### config.mk
export PLATFORM = sky130hd
export DESIGN_NAME = wdt_reset_ctrl
export DESIGN_NICKNAME = d
export VERILOG_FILES = /design/src/logic/wdt_reset_pkg.sv /design/src/logic/sub_tick_sync.sv /design/src/logic/wdt_reset_ctrl.sv
export SDC_FILE = /design/constraint.sdc
export NUM_CORES = 1
export LEC_CHECK = 0
export BUFFER_PORTS_ARGS = -buffer_cell sky130_fd_sc_hd__buf_2
export CORE_ASPECT_RATIO = 1.5
export CORE_UTILIZATION = 30
export CTS_CLUSTER_DIAMETER = 60
export CTS_CLUSTER_SIZE = 20
export DETAILED_ROUTE_END_ITERATION = 10
export PLACE_DENSITY = 0.6
export SLEW_MARGIN = 25
export SYNTH_ARGS = -nofsm -noshare
export SYNTH_HDL_FRONTEND = slang
export SYNTH_SLANG_ARGS = --single-unit
### constraint.sdc
create_clock -name clk -period 3.8 [get_ports clk]
set_input_delay 0.19 -clock clk [delete_from_list [all_inputs] [get_ports clk]]
set_output_delay 0.19 -clock clk [all_outputs]
set_load 0.01 [all_outputs]
### src/logic/wdt_reset_pkg.sv
/*
  Package for the watchdog and reset-control block: register offsets,
  key codes, reset values and delay constants.
  Assumes a 50 MHz system clock and an AHB-Lite register bus.
*/
`default_nettype none

package wdt_reset_pkg;

  // ****************************************
  // register map (byte addresses, our choice)
  // ****************************************
  localparam logic [11:0] wdog_ctrl_off = 12'h000;
  localparam logic [11:0] lv_thresh_off = 12'h004;
  localparam logic [11:0] rst_cause_off = 12'h008;
  localparam logic [11:0] status_off = 12'h00c;

  // ****************************************
  // field codes and reset values
  // ****************************************
  localparam logic [4:0] key_disable = 5'h15;
  localparam logic [4:0] key_enable = 5'h0a;
  localparam logic [7:0] wdog_ctrl_rst = 8'h53;
  localparam logic [7:0] lv_code_2v10 = 8'h55;
  localparam logic [7:0] lv_code_2v55 = 8'h33;
  localparam logic [7:0] lv_code_3v15 = 8'h99;
  localparam logic [7:0] lv_code_3v80 = 8'haa;
  localparam logic [7:0] lv_thresh_rst = 8'h55;
  localparam int flag_lv_pos = 2;
  localparam int flag_lrf_pos = 1;
  localparam int flag_wrf_pos = 0;
  localparam int keep_clk_pos = 7;

  // ****************************************
  // timing
  // ****************************************
  localparam int clk_mhz = 50;
  localparam int por_delay_us = 50000;
  localparam int wdt_delay_us = 16700;
  localparam int por_delay_cyc = por_delay_us * clk_mhz;
  localparam int wdt_delay_cyc = wdt_delay_us * clk_mhz;
  localparam int key_bad_min_sub = 2;
  localparam int wdt_width = 18;

  typedef enum logic [1:0] {run_st, hold_st} rst_state_t;

endpackage

`default_nettype wire

### src/logic/sub_tick_sync.sv
/*
  Turns the slow sub clock pin into a one-cycle tick on clk.
  Assumes sub_clk is asynchronous and much slower than clk.
*/
`timescale 1ns/1ps
`default_nettype none

module sub_tick_sync
(
  input wire logic clk,
  input wire logic sys_rst,
  input wire logic sub_clk,
  output logic tick
);
  logic s1_q, s2_q, s3_q;

  // two-stage synchroniser, edge taken from its second stage and the stage after it
  always_ff @(posedge clk or posedge sys_rst)
  begin
    if (sys_rst)
    begin
      s1_q <= 1'b0;
      s2_q <= 1'b0;
      s3_q <= 1'b0;
    end
    else
    begin
      s1_q <= sub_clk;
      s2_q <= s1_q;
      s3_q <= s2_q;
    end
  end

  assign tick = s2_q & ~s3_q;
endmodule
`default_nettype wire

### src/logic/wdt_reset_ctrl.sv
/*
  Watchdog timer and reset-cause control with an AHB-Lite slave.
  Assumes the core supplies clear/halt pulses, sleep and power-down levels,
  and a raw low-supply level and the sub clock from pins.
*/
`timescale 1ns/1ps
`default_nettype none

// Notes on behaviour
// - watchdog overflow while running resets the device unless software clears it first
// - enable key 10101 disables the watchdog
// - enable key 01010 enables counting
// - any other key resets after two to three sub clock ticks
// - enable key comes up as 01010 after power-on
// - running time-out gives full reset and sets time-out flag
// - sleeping time-out sets flag and resets only counter and stack
// - bad key reset, clear instruction or halt clears the counter
// - period spans 2^8 to 2^18 sub clocks
// - power-on forces program counter to zero
// - power-on sets port data and direction to all ones
// - power-on or low-voltage reset holds for 50 ms
// - running watchdog reset holds for 16.7 ms
// - low-voltage monitor on except in power-down, sets its flag and resets
// - low-supply shorter than qualify time is ignored
// - only four threshold codes are legal, 0x55 default
// - other code resets, sets threshold flag, restores default
// - genuine low-voltage reset keeps threshold register
// - threshold register is 0x55 at power-on
// - low-voltage reset disabled in power-down
// - reset flags set by hardware, cleared only by software write 0
// - reset-cause bits 6 to 3 read zero
// - period select maps 000..111 to 2^8,10,12,14,15,16,17,18
// - bad watchdog key sets watchdog-key flag
// - power-on clears time-out and power-down; sleep time-out sets both
module wdt_reset_ctrl
  import wdt_reset_pkg::*;
#(
  parameter int por_cycles = wdt_reset_pkg::por_delay_cyc,
  parameter int wdt_cycles = wdt_reset_pkg::wdt_delay_cyc,
  parameter int lv_qual_cycles = 64
)
(
  input wire logic clk,
  input wire logic sys_rst,
  input wire logic hsel,
  input wire logic [31:0] haddr,
  input wire logic [1:0] htrans,
  input wire logic hwrite,
  input wire logic [2:0] hsize,
  input wire logic [31:0] hwdata,
  input wire logic hready,
  output logic hreadyout,
  output logic hresp,
  output logic [31:0] hrdata,
  input wire logic sub_clk,
  input wire logic low_supply,
  input wire logic clear_instr,
  input wire logic halt_instr,
  input wire logic sleeping,
  input wire logic power_down,
  output logic core_rst,
  output logic pc_sp_rst,
  output logic [7:0] port_data_init,
  output logic [7:0] port_dir_init,
  output logic idle_system_clock_keep
);
  import wdt_reset_pkg::*;

  // ****************************************
  // sub clock tick and low-supply synchroniser
  // ****************************************
  logic sub_tick;
  logic lv1_q, lv2_q;

  sub_tick_sync u_sync
  (
    .clk(clk),
    .sys_rst(sys_rst),
    .sub_clk(sub_clk),
    .tick(sub_tick)
  );

  // supply sense is asynchronous to clk
  always_ff @(posedge clk or posedge sys_rst)
  begin
    if (sys_rst)
    begin
      lv1_q <= 1'b0;
      lv2_q <= 1'b0;
    end
    else
    begin
      lv1_q <= low_supply;
      lv2_q <= lv1_q;
    end
  end

  // ****************************************
  // AHB-Lite address phase capture
  // ****************************************
  logic wr_pend_q, wr_pend_d;
  logic [11:0] wr_addr_q, wr_addr_d;
  logic rd_pend_q, rd_pend_d;
  logic [11:0] rd_addr_q, rd_addr_d;
  logic phase_ok;

  assign phase_ok = hsel & hready & htrans[1];

  // zero wait states, so the slave is always ready and always OKAY
  assign hreadyout = 1'b1;
  assign hresp = 1'b0;

  // latch address phase for the following data phase
  always_comb
  begin
    wr_pend_d = phase_ok & hwrite;
    rd_pend_d = phase_ok & ~hwrite;
    wr_addr_d = haddr[11:0];
    rd_addr_d = haddr[11:0];
  end

  always_ff @(posedge clk or posedge sys_rst)
  begin
    if (sys_rst)
    begin
      wr_pend_q <= 1'b0;
      rd_pend_q <= 1'b0;
      wr_addr_q <= 12'h000;
      rd_addr_q <= 12'h000;
    end
    else
    begin
      wr_pend_q <= wr_pend_d;
      rd_pend_q <= rd_pend_d;
      wr_addr_q <= wr_addr_d;
      rd_addr_q <= rd_addr_d;
    end
  end

  // ****************************************
  // registers and watchdog state
  // ****************************************
  logic [7:0] wdog_ctrl_q, wdog_ctrl_d;
  logic [7:0] lv_thr_q, lv_thr_d;
  logic [2:0] flags_q, flags_d;
  logic keep_q, keep_d;
  logic to_q, to_d;
  logic pdf_q, pdf_d;
  logic [wdt_width-1:0] wcnt_q, wcnt_d;
  logic [1:0] wkey_cnt_q, wkey_cnt_d;
  logic [1:0] lkey_cnt_q, lkey_cnt_d;
  logic [$clog2(lv_qual_cycles+1)-1:0] lvq_q, lvq_d;
  logic [31:0] hold_q, hold_d;
  rst_state_t st_q, st_d;
  logic [2:0] psel;
  logic key_ok, lv_ok, wen, ovf_bit, wdt_ovf;
  logic wkey_rst, lkey_rst, lv_rst, wdt_run_rst, wdt_sleep_rst;
  logic wr_wd, wr_lv, wr_rc, in_hold;
  logic [4:0] key;

  assign key = wdog_ctrl_q[7:3];
  assign psel = wdog_ctrl_q[2:0];
  assign key_ok = (key == key_enable) || (key == key_disable);
  assign wen = (key == key_enable);
  assign in_hold = (st_q == hold_st);

  // legal threshold codes
  assign lv_ok = (lv_thr_q == lv_code_2v10) || (lv_thr_q == lv_code_2v55) ||
                 (lv_thr_q == lv_code_3v15) || (lv_thr_q == lv_code_3v80);

  // overflow tap picked by period select
  always_comb
  begin
    unique case (psel)
      3'd0: ovf_bit = &wcnt_q[7:0];
      3'd1: ovf_bit = &wcnt_q[9:0];
      3'd2: ovf_bit = &wcnt_q[11:0];
      3'd3: ovf_bit = &wcnt_q[13:0];
      3'd4: ovf_bit = &wcnt_q[14:0];
      3'd5: ovf_bit = &wcnt_q[15:0];
      3'd6: ovf_bit = &wcnt_q[16:0];
      3'd7: ovf_bit = &wcnt_q[17:0];
    endcase
  end

  // time-out on the tick that carries out of the selected width: exactly 2^k ticks
  assign wdt_ovf = wen & sub_tick & ovf_bit & ~in_hold;
  assign wdt_run_rst = wdt_ovf & ~sleeping;
  assign wdt_sleep_rst = wdt_ovf & sleeping;
  assign wkey_rst = ~key_ok & sub_tick & (wkey_cnt_q == 2'(key_bad_min_sub));
  assign lkey_rst = ~lv_ok & sub_tick & (lkey_cnt_q == 2'(key_bad_min_sub));
  assign lv_rst = ~power_down & (32'(lvq_q) == lv_qual_cycles);

  assign wr_wd = wr_pend_q & (wr_addr_q == wdog_ctrl_off);
  assign wr_lv = wr_pend_q & (wr_addr_q == lv_thresh_off);
  assign wr_rc = wr_pend_q & (wr_addr_q == rst_cause_off);

  // next state for all registers and counters
  always_comb
  begin
    wdog_ctrl_d = wr_wd ? hwdata[7:0] : wdog_ctrl_q;
    lv_thr_d = wr_lv ? hwdata[7:0] : lv_thr_q;
    keep_d = wr_rc ? hwdata[keep_clk_pos] : keep_q;
    // software may only clear; a same-cycle hardware set still wins
    flags_d = wr_rc ? (flags_q & hwdata[2:0]) : flags_q;
    to_d = to_q;
    pdf_d = pdf_q;
    wcnt_d = (wen && sub_tick && !in_hold) ? wcnt_q + 1'b1 : wcnt_q;
    wkey_cnt_d = key_ok ? 2'd0 : (sub_tick ? wkey_cnt_q + 2'd1 : wkey_cnt_q);
    lkey_cnt_d = lv_ok ? 2'd0 : (sub_tick ? lkey_cnt_q + 2'd1 : lkey_cnt_q);
    lvq_d = (lv2_q && !power_down) ?
            ((32'(lvq_q) == lv_qual_cycles) ? lvq_q : lvq_q + 1'b1) : '0;
    hold_d = (hold_q != 32'd0) ? hold_q - 32'd1 : 32'd0;
    st_d = st_q;
    if (clear_instr)
    begin
      wcnt_d = '0;
      to_d = 1'b0;
      pdf_d = 1'b0;
    end
    if (halt_instr)
    begin
      wcnt_d = '0;
      to_d = 1'b0;
      pdf_d = 1'b1;
    end
    if (wdt_sleep_rst)
    begin
      wcnt_d = '0;
      to_d = 1'b1;
      pdf_d = 1'b1;
    end
    if (wdt_run_rst)
    begin
      wcnt_d = '0;
      to_d = 1'b1;
      wdog_ctrl_d = wdog_ctrl_rst;
      lv_thr_d = lv_thresh_rst;
      hold_d = 32'(wdt_cycles);
      st_d = hold_st;
    end
    if (wkey_rst)
    begin
      wcnt_d = '0;
      flags_d[flag_wrf_pos] = 1'b1;
      wdog_ctrl_d = wdog_ctrl_rst;
      hold_d = 32'(wdt_cycles);
      st_d = hold_st;
    end
    if (lkey_rst)
    begin
      flags_d[flag_lrf_pos] = 1'b1;
      lv_thr_d = lv_thresh_rst;
      wcnt_d = '0;
      hold_d = 32'(wdt_cycles);
      st_d = hold_st;
    end
    if (lv_rst)
    begin
      flags_d[flag_lv_pos] = 1'b1;
      lv_thr_d = lv_thr_q;
      wdog_ctrl_d = wdog_ctrl_rst;
      wcnt_d = '0;
      hold_d = 32'(por_cycles);
      st_d = hold_st;
    end
    if (st_q == hold_st && hold_q == 32'd0 && !lv_rst)
    begin
      st_d = run_st;
    end
  end

  // power-on: enable key, threshold and flag defaults
  always_ff @(posedge clk or posedge sys_rst)
  begin
    if (sys_rst)
    begin
      wdog_ctrl_q <= wdog_ctrl_rst;
      lv_thr_q <= lv_thresh_rst;
      flags_q <= 3'b000;
      keep_q <= 1'b0;
      to_q <= 1'b0;
      pdf_q <= 1'b0;
      wcnt_q <= '0;
      wkey_cnt_q <= 2'd0;
      lkey_cnt_q <= 2'd0;
      lvq_q <= '0;
      hold_q <= 32'(por_cycles);
      st_q <= hold_st;
    end
    else
    begin
      wdog_ctrl_q <= wdog_ctrl_d;
      lv_thr_q <= lv_thr_d;
      flags_q <= flags_d;
      keep_q <= keep_d;
      to_q <= to_d;
      pdf_q <= pdf_d;
      wcnt_q <= wcnt_d;
      wkey_cnt_q <= wkey_cnt_d;
      lkey_cnt_q <= lkey_cnt_d;
      lvq_q <= lvq_d;
      hold_q <= hold_d;
      st_q <= st_d;
    end
  end

  // ****************************************
  // outputs and read mux
  // ****************************************
  logic [31:0] rdata_d;
  logic pcsp_q, pcsp_d;

  // pc/sp pulse: only a sleeping time-out uses it; core_rst covers the rest
  always_comb
  begin
    pcsp_d = wdt_sleep_rst;
    rdata_d = 32'h0;
    if (rd_pend_d)
    begin
      unique case (haddr[11:0])
        wdog_ctrl_off: rdata_d = {24'h0, wdog_ctrl_d};
        lv_thresh_off: rdata_d = {24'h0, lv_thr_d};
        rst_cause_off: rdata_d = {24'h0, keep_d, 4'h0, flags_d};
        status_off: rdata_d = {30'h0, pdf_d, to_d};
        default: rdata_d = 32'h0;
      endcase
    end
  end

  always_ff @(posedge clk or posedge sys_rst)
  begin
    if (sys_rst)
    begin
      hrdata <= 32'h0;
      pcsp_q <= 1'b0;
    end
    else
    begin
      hrdata <= rdata_d;
      pcsp_q <= pcsp_d;
    end
  end

  assign core_rst = in_hold;
  assign pc_sp_rst = pcsp_q | in_hold;
  assign port_data_init = in_hold ? 8'hff : 8'h00;
  assign port_dir_init = in_hold ? 8'hff : 8'h00;
  assign idle_system_clock_keep = keep_q;

  // ****************************************
  // checks
  // ****************************************
  a_flag_wins_clear: assert property (@(posedge clk) disable iff (sys_rst)
    wkey_rst |=> flags_q[flag_wrf_pos] && core_rst)
    else $error("watchdog key flag or reset missing");
  a_sleep_no_core: assert property (@(posedge clk) disable iff (sys_rst)
    (wdt_sleep_rst && !in_hold && !lv_rst && !wkey_rst && !lkey_rst) |=>
    to_q && pdf_q && !core_rst && pc_sp_rst)
    else $error("sleep time-out handled wrong");
  a_run_timeout: assert property (@(posedge clk) disable iff (sys_rst)
    wdt_run_rst |=> to_q && core_rst)
    else $error("running time-out did not reset");
  a_disabled_quiet: assert property (@(posedge clk) disable iff (sys_rst)
    (key == key_disable) |-> !wdt_ovf)
    else $error("disabled watchdog timed out");
  a_lv_keeps_thr: assert property (@(posedge clk) disable iff (sys_rst)
    (lv_rst && !wr_lv && !lkey_rst) |=> lv_thr_q == $past(lv_thr_q))
    else $error("threshold changed on low-voltage reset");
  a_bad_thr_restore: assert property (@(posedge clk) disable iff (sys_rst)
    (lkey_rst && !wr_lv) |=> lv_thr_q == lv_thresh_rst && flags_q[flag_lrf_pos])
    else $error("bad threshold not restored");
  a_rsvd_zero: assert property (@(posedge clk) disable iff (sys_rst)
    hrdata[6:3] == 4'h0 || $past(rd_addr_d) != rst_cause_off)
    else $error("reserved bits not zero");
  a_pd_no_lv: assert property (@(posedge clk) disable iff (sys_rst)
    power_down |-> !lv_rst)
    else $error("low-voltage reset in power-down");
  a_clear_counter: assert property (@(posedge clk) disable iff (sys_rst)
    (clear_instr && !sub_tick) |=> wcnt_q == '0)
    else $error("clear did not zero counter");
  a_ports_input: assert property (@(posedge clk) disable iff (sys_rst)
    core_rst |-> port_dir_init == 8'hff)
    else $error("ports not inputs in reset");
endmodule
`default_nettype wire

Word-level counts from Yosys, hierarchy flattened. Cells that the tools add are included.

Input port bits: 80. Logic and storage cells: 153. Register bits: 136.

Reduce and logical (&&, ||, !) cells: 29. Equality and inequality tests: 23. Add/subtract/negate cells: 5. Mux-type cells: 48. Bitwise gates (word level): 27.

Operators by type and width (count): $mux W32 (5); $mux W18 (8); $mux W8 (10); $eq A12 B4 Y1 const B (3); $logic_not A32 Y1 (1); $pmux W8 S4 (1); $reduce_bool A32 Y1 (1); $sub A32 B1 Y32 const B (1); $eq A12 B3 Y1 const B (2); $logic_not A12 Y1 (2); $add A18 B1 Y18 const B (1); $and A1 B1 Y1 (18); $mux W2 (9); $reduce_and A18 Y1 (1); $reduce_and A17 Y1 (1); $eq A8 B8 Y1 const B (2); $reduce_and A16 Y1 (1); $reduce_and A15 Y1 (1); $mux W7 (2); $reduce_and A14 Y1 (1); $eq A3 B3 Y1 const B (4); $reduce_and A12 Y1 (1); $mux W1 (11); $reduce_and A10 Y1 (1); 25 further kinds (44).

Logic depth before layout (Yosys ltp).
Depth in word-level cells: 12. Gate-level depth with buffers: 13.

Hierarchy. Synthesis repeated with hierarchy kept, for this count alone.

Cells, all modules: 580. Area, all modules: 5790.6 um^2.

By module, submodules not included: wdt_reset_ctrl (sequential area each 2723.9 um^2, area an instance 5698.0 um^2, cells an instance 575, times used 1); sub_tick_sync (sequential area each 75.1 um^2, area an instance 92.6 um^2, cells an instance 5, times used 1).

Least setup slack after synthesis. Ideal clock, no wire load.

Path type: register -> register. From: reg wcnt_q[0]. To: reg hold_q[23]. Clock period less this slack: 2.532 ns. Setup slack: 1.268 ns. Cell stages (with the launch flop): 14. Buffers on the path: 2. Arrival: 2.414 ns. Cell sequence: dfrtp_1 > ha_1 > nand3_1 > nor4_1 > ha_1 > nand4b_1 > nor3_1 > a31o_2 > o21ai_2 > and3_1 > buf_2 > nand2_4 > buf_6 > nor2_1.

Cells in the longest elaborated chain, start to end: 9. Elaborated cells between the ends (all ways): 16. Those cells by class: mux (5); bitwise (3); reduce/logical (8).

RTL lines: start: declaration (RTL line wdt_reset_ctrl.sv:149) `logic [wdt_width-1:0] wcnt_q, wcnt_d;`; start signal: assignment (RTL line wdt_reset_ctrl.sv:299) `wcnt_q <= wcnt_d;`; $reduce_and A18 Y1 (tied with other cells) (RTL line wdt_reset_ctrl.sv:182) `3'd7: ovf_bit = &wcnt_q[17:0];`; $pmux W1 S8 (*) (RTL line wdt_reset_ctrl.sv:174) `unique case (psel)`; $and A1 B1 Y1 (*) (2 in a row) (RTL line wdt_reset_ctrl.sv:187) `assign wdt_ovf = wen & sub_tick & ovf_bit & ~in_hold;`; $and A1 B1 Y1 (*) (RTL line wdt_reset_ctrl.sv:188) `assign wdt_run_rst = wdt_ovf & ~sleeping;`; $mux W32 (*) (RTL line wdt_reset_ctrl.sv:233) `if (wdt_run_rst)`; $mux W32 (*) (RTL line wdt_reset_ctrl.sv:242) `if (wkey_rst)`; $mux W32 (*) (RTL line wdt_reset_ctrl.sv:250) `if (lkey_rst)`; $mux W32 (*) (RTL line wdt_reset_ctrl.sv:258) `if (lv_rst)`; named net hold_d[23] (RTL line wdt_reset_ctrl.sv:153) `logic [31:0] hold_q, hold_d;`; end signal: assignment (RTL line wdt_reset_ctrl.sv:288) `hold_q <= 32'(por_cycles);`; end signal: assignment (RTL line wdt_reset_ctrl.sv:303) `hold_q <= hold_d;`; end: declaration (RTL line wdt_reset_ctrl.sv:153).

Mark *: on every way through the listed nets, which the timed path passes. The rest lies on a longest branch. A chain may end at the register's enable or synchronous reset.

Worst setup path after layout.
From: reg wcnt_q[1]. To: reg hrdata[1].

Cells in the longest elaborated chain, start to end: 10. Elaborated cells between the ends (all ways): 22. Those cells by class: mux (10); bitwise (4); reduce/logical (8).

RTL lines: $reduce_and A18 Y1 (tied with other cells) (RTL line wdt_reset_ctrl.sv:182); $pmux W1 S8 (*) (RTL line wdt_reset_ctrl.sv:174); $and A1 B1 Y1 (*) (2 in a row) (RTL line wdt_reset_ctrl.sv:187); $and A1 B1 Y1 (RTL line wdt_reset_ctrl.sv:188); $mux W8 (RTL line wdt_reset_ctrl.sv:233); $mux W8, on equally long branches (RTL line wdt_reset_ctrl.sv:250, wdt_reset_ctrl.sv:242); $mux W8 (RTL line wdt_reset_ctrl.sv:258); $pmux W8 S4 (*) (RTL line wdt_reset_ctrl.sv:321) `unique case (haddr[11:0])`; $mux W8 (*) (RTL line wdt_reset_ctrl.sv:319) `if (rd_pend_d)`; named net rdata_d[1] (RTL line wdt_reset_ctrl.sv:311) `logic [31:0] rdata_d;`; end signal: assignment (RTL line wdt_reset_ctrl.sv:340) `hrdata <= rdata_d;`; end: declaration (RTL line wdt_reset_ctrl.sv:54) `output logic [31:0] hrdata,`.

Marks and branches as above.

==> flow_metrics.py <==
metrics = {
    "critical_path": {
        "path_class": "reg2reg",
        "startpoint_type": "flip-flop",
        "worst_setup_path_end_kind": "flip-flop",
        "cp.required_ns": 4.05,
        "reg2reg_slack_ns": 0.75,
        "crit_fanout": 6,
        "arrival_ns": 3.30,
    },
    "global_routing": {
        "antenna_found_initial": 0,
        "grt_overflow_total": 0,
        "grtUsageTotal_pct": 14.3,
        "grt_pass1_vias": 4743,
        "grt_pass1_wl_um": 23700,
        "grt_max_degree": 68,
    },
    "sta": {
        "tightest_slew_ns": 0.845,
        "hold_ws_ns": -0.00304,
        "finalCritPeriodShare_pct": 80.4,
        "fin_crit_ns": 3.05,
        "tns_ns": 0,
        "finClkSkew_ns": 0.00870,
        "fmax_ghz": 0.327,
        "rsz0062_at_grt": "no",
        "finalHoldViolations": 2,
        "relSlewSlack_pct": 43.7,
        "setup_violations": 0,
        "slew_violations": 0,
    },
    "logic_synthesis": {
        "ys_types": 77,
        "synth_fa_ha_area_share_pct": 1.67,
        "synth.avg_cell_area_um2": 9.71,
        "ys_seq_area_share_pct": 46.7,
        "synth_simple_gate_area_share_pct": 25.4,
        "netlist_instances": 617,
        "synth_top_family_by_area": "simple AND/OR/NAND/NOR gates",
        "synthMuxAreaShare_pct": 1.90,
        "syn_area_um2": 5990,
        "synth_compound_area_share_pct": 11.2,
        "synth_warnings": 0,
        "async_flop_share_pct": 100,
        "synth-xor-area-share_pct": 4.83,
        "synth_ff_type": "dfrtp_1",
        "yosys_register_bits": 111,
        "synth_edf_count": 0,
    },
    "run": {
        "cap_violations": 0,
    },
    "detailed_routing": {
        "route.detailed.drc": 0,
        "via_count": 4624,
        "drt-wirelength-per-cell_um": 14.9,
        "drt.antenna.violating_nets": 0,
        "via_per_inst": 4.96,
        "dr.pass1.iters": 4,
        "drt-initial-drc-count": 197,
        "wirelength_um": 13900,
    },
    "finish": {
        "n_antenna_cell": 0,
        "seqCellArea_um2": 2800,
        "multi_input_area_um2": 2800,
        "nFillCells": 1968,
        "final_cells": 932,
        "final_nets": 759,
        "syn2layout_area_growth_pct": 12.9,
        "drive_above_1_share_pct": 18.5,
    },
    "clock_tree": {
        "cts.sinks": 111,
        "clock_path_buffers": 2,
        "ctsResizeCount": 0,
        "cts_tree": "built",
        "root_buffer": "clkbuf_16",
        "htreeDepth": 3,
        "numCtsBuffers": 9,
        "clk_pin_slew_ns": 0.08,
        "cts_hold_buf": 13,
        "cts_setup_buffers": 0,
        "clk_latency_ns": 0.36,
    },
    "die": {
        "row_count": 62,
        "die_y_um": 175,
        "ios": 133,
        "die_w_um": 117,
        "core_area_um2": 19300,
        "die-area_um2": 20500,
        "start_util_pct": 31.0,
    },
    "power_and_ir_drop": {
        "p_per_area_nw_per_um2": 394,
        "ir_drop_mv": 0.261,
        "p_leak_uw": 0.00286,
    },
    "place": {
        "place_congestion": 0.841,
        "io_buffer_count": 58,
        "hpwl_um": 9900,
        "dp.cells": 903,
    },
    "min_path": {
        "min_path_type": "in2async",
    },
    "run_status": {
        "status": "finished, violations left",
        "violations": "hold timing",
    },
}
==> worst max-delay path, cell delays in order, from the launching register on <==
cell	delay (ns)
dfrtp_1	0.40
ha_1	0.22
nand3_1	0.18
nor4_1	0.48
ha_1	0.24
nand4b_1	0.10
nor3_1	0.32
a31o_2	0.24
o21a_4	0.18
nor2_1	0.12
a211o_1	0.32
o211ai_1	0.14
==> registers in the layout, summed over array words and instances (netlist names) <==
name and count:
hold_q 32, wcnt_q 18, wr_addr_q 12, hrdata 8, lv_thr_q 8, wdog_ctrl_q 8, lvq_q 7, flags_q 3
lkey_cnt_q 2, wkey_cnt_q 2, idle_system_clock_keep 1, lv1_q 1, lv2_q 1, pcsp_q 1, pdf_q 1, st_q 1
to_q 1, u_sync.s1_q 1, u_sync.s2_q 1, u_sync.s3_q 1, wr_pend_q 1
==> logic make-up after synthesis <==
kind of cell               count (synthesis)
and+or+nand+nor                          271
DFF                                      111
AOI/OAI and AO/OA                        104
buffers and inverters                     77
xor gates and xnor gates                  33
muxes                                     11
adders and majority gates                  8
other                                      2
==> synth_stat cells (3+ instances only) <==
cell type  instances  area [um2]
or4_1              3        22.5
nand4_1           15        93.8
a21oi_1           30         150
and4_1             5        43.8
nand2_1           58         218
o21ai_0           27         135
nor2_1            64         240
mux2i_1            8        80.1
a31oi_1            6        37.5
mux2_2             3        33.8
inv_1             19        71.3
a22o_1             4        35.0
a22oi_1            3        22.5
ha_1               8         100
buf_4             42         315
nor4bb_1           4        40.0
nand3_1           20         100
or2_2              5        31.3
nor2b_1            4        25.0
nor4_1            15        93.8
buf_6              4        45.0
and2_1             4        25.0
or3_1              9        56.3
dfstp_2           17         447
nor3b_1            4        30.0
buf_2              7        35.0
nand4b_1           3        26.3
nand3b_1           7        52.6
o2bb2ai_1          4        35.0
nor4b_1            5        43.8
xor2_1            14         123
nor3_2             3        30.0
o211ai_1           3        22.5
nor3_1            16        80.1
xnor2_1           19         166
and3_1             7        43.8
clkbuf_1           5        18.8
nand2b_1           3        18.8
dfrtp_1           94        2350
==> cells in the final DEF, fill, tap and decap left out, types with 9 or more instances in the layout <==
cell type / Yosys / layout
nor2_1: 64 / 64
nand3_1: 20 / 20
nor3_1: 16 / 16
nand4_1: 15 / 15
dlygate4sd3_1: 0 / 13
o21ai_0: 27 / 27
buf_2: 7 / 58
xnor2_1: 19 / 19
xor2_1: 14 / 14
dfstp_2: 17 / 17
nand2_1: 58 / 58
dfrtp_1: 94 / 94
clkbuf_16: 0 / 9
nor4_1: 15 / 15
inv_1: 19 / 18
a21oi_1: 30 / 30
or3_1: 9 / 9
conb_1: 2 / 26
==> report_power, final <==
| part | total [uW] | internal [uW] | switching (uW) |
|---|---|---|---|
| sequential | 1370 | 1290 | 80.6 |
| combinational | 319 | 132 | 188 |
| clock | 982 | 524 | 458 |
| total | 2670 | 1940 | 727 |
==> worst paths after layout <==
check / start / endpoint / cells after the start
max in group asynchronous: sys_rst / hold_q[8]$_DFF_PP1_ / 3
hold / removal: sys_rst / lvq_q[4]$_DFFE_PP0P_ / 2
setup / recovery: wcnt_q[1]$_DFFE_PP0P_ / hrdata[1]$_DFF_PP0_ / 11
hold reg to reg: lv1_q$_DFF_PP0_ / lv2_q$_DFF_PP0_ / 0
min in group clk: hwrite / wr_pend_q$_DFF_PP0_ / 2
setup reg to reg: wcnt_q[1]$_DFFE_PP0P_ / hrdata[1]$_DFF_PP0_ / 11
==> through the flow <==
step	util (%)	hold WS, ns	instance area (um2)	power, uW	worst slack (ns)
after floorplan	-	0.221	6080	1630	0.707
after global placement	32.7	0.297	6320	1690	0.807
after detailed placement	32.7	0.300	6320	1700	0.773
after CTS	35.0	0.0436	6760	2700	0.738
after global routing	35.0	0.0854	6760	2800	0.442
final	35.0	-0.00304	6760	2670	0.746
==> per-layer routing <==
layer,global-route usage [%],vias to the layer above,routed length [um]
met4,6.87,0,351
met3,1.73,22,289
met2,25.7,82,7350
li1,-,2235,-
met1,16.8,2285,5900
met5,0,-,0
==> cell type report <==
cell class / instances / area share (%)
Sequential cell: 111 / 41.4
Multi-Input combinational cell: 453 / 41.3
Timing Repair Buffer: 77 / 6.88
Tap cell: 256 / 4.74
Clock buffer: 10 / 3.39
Clock inverter: 6 / 1.20
Inverter: 19 / 1.09
Note: power is estimated with default switching activity, not from simulation.
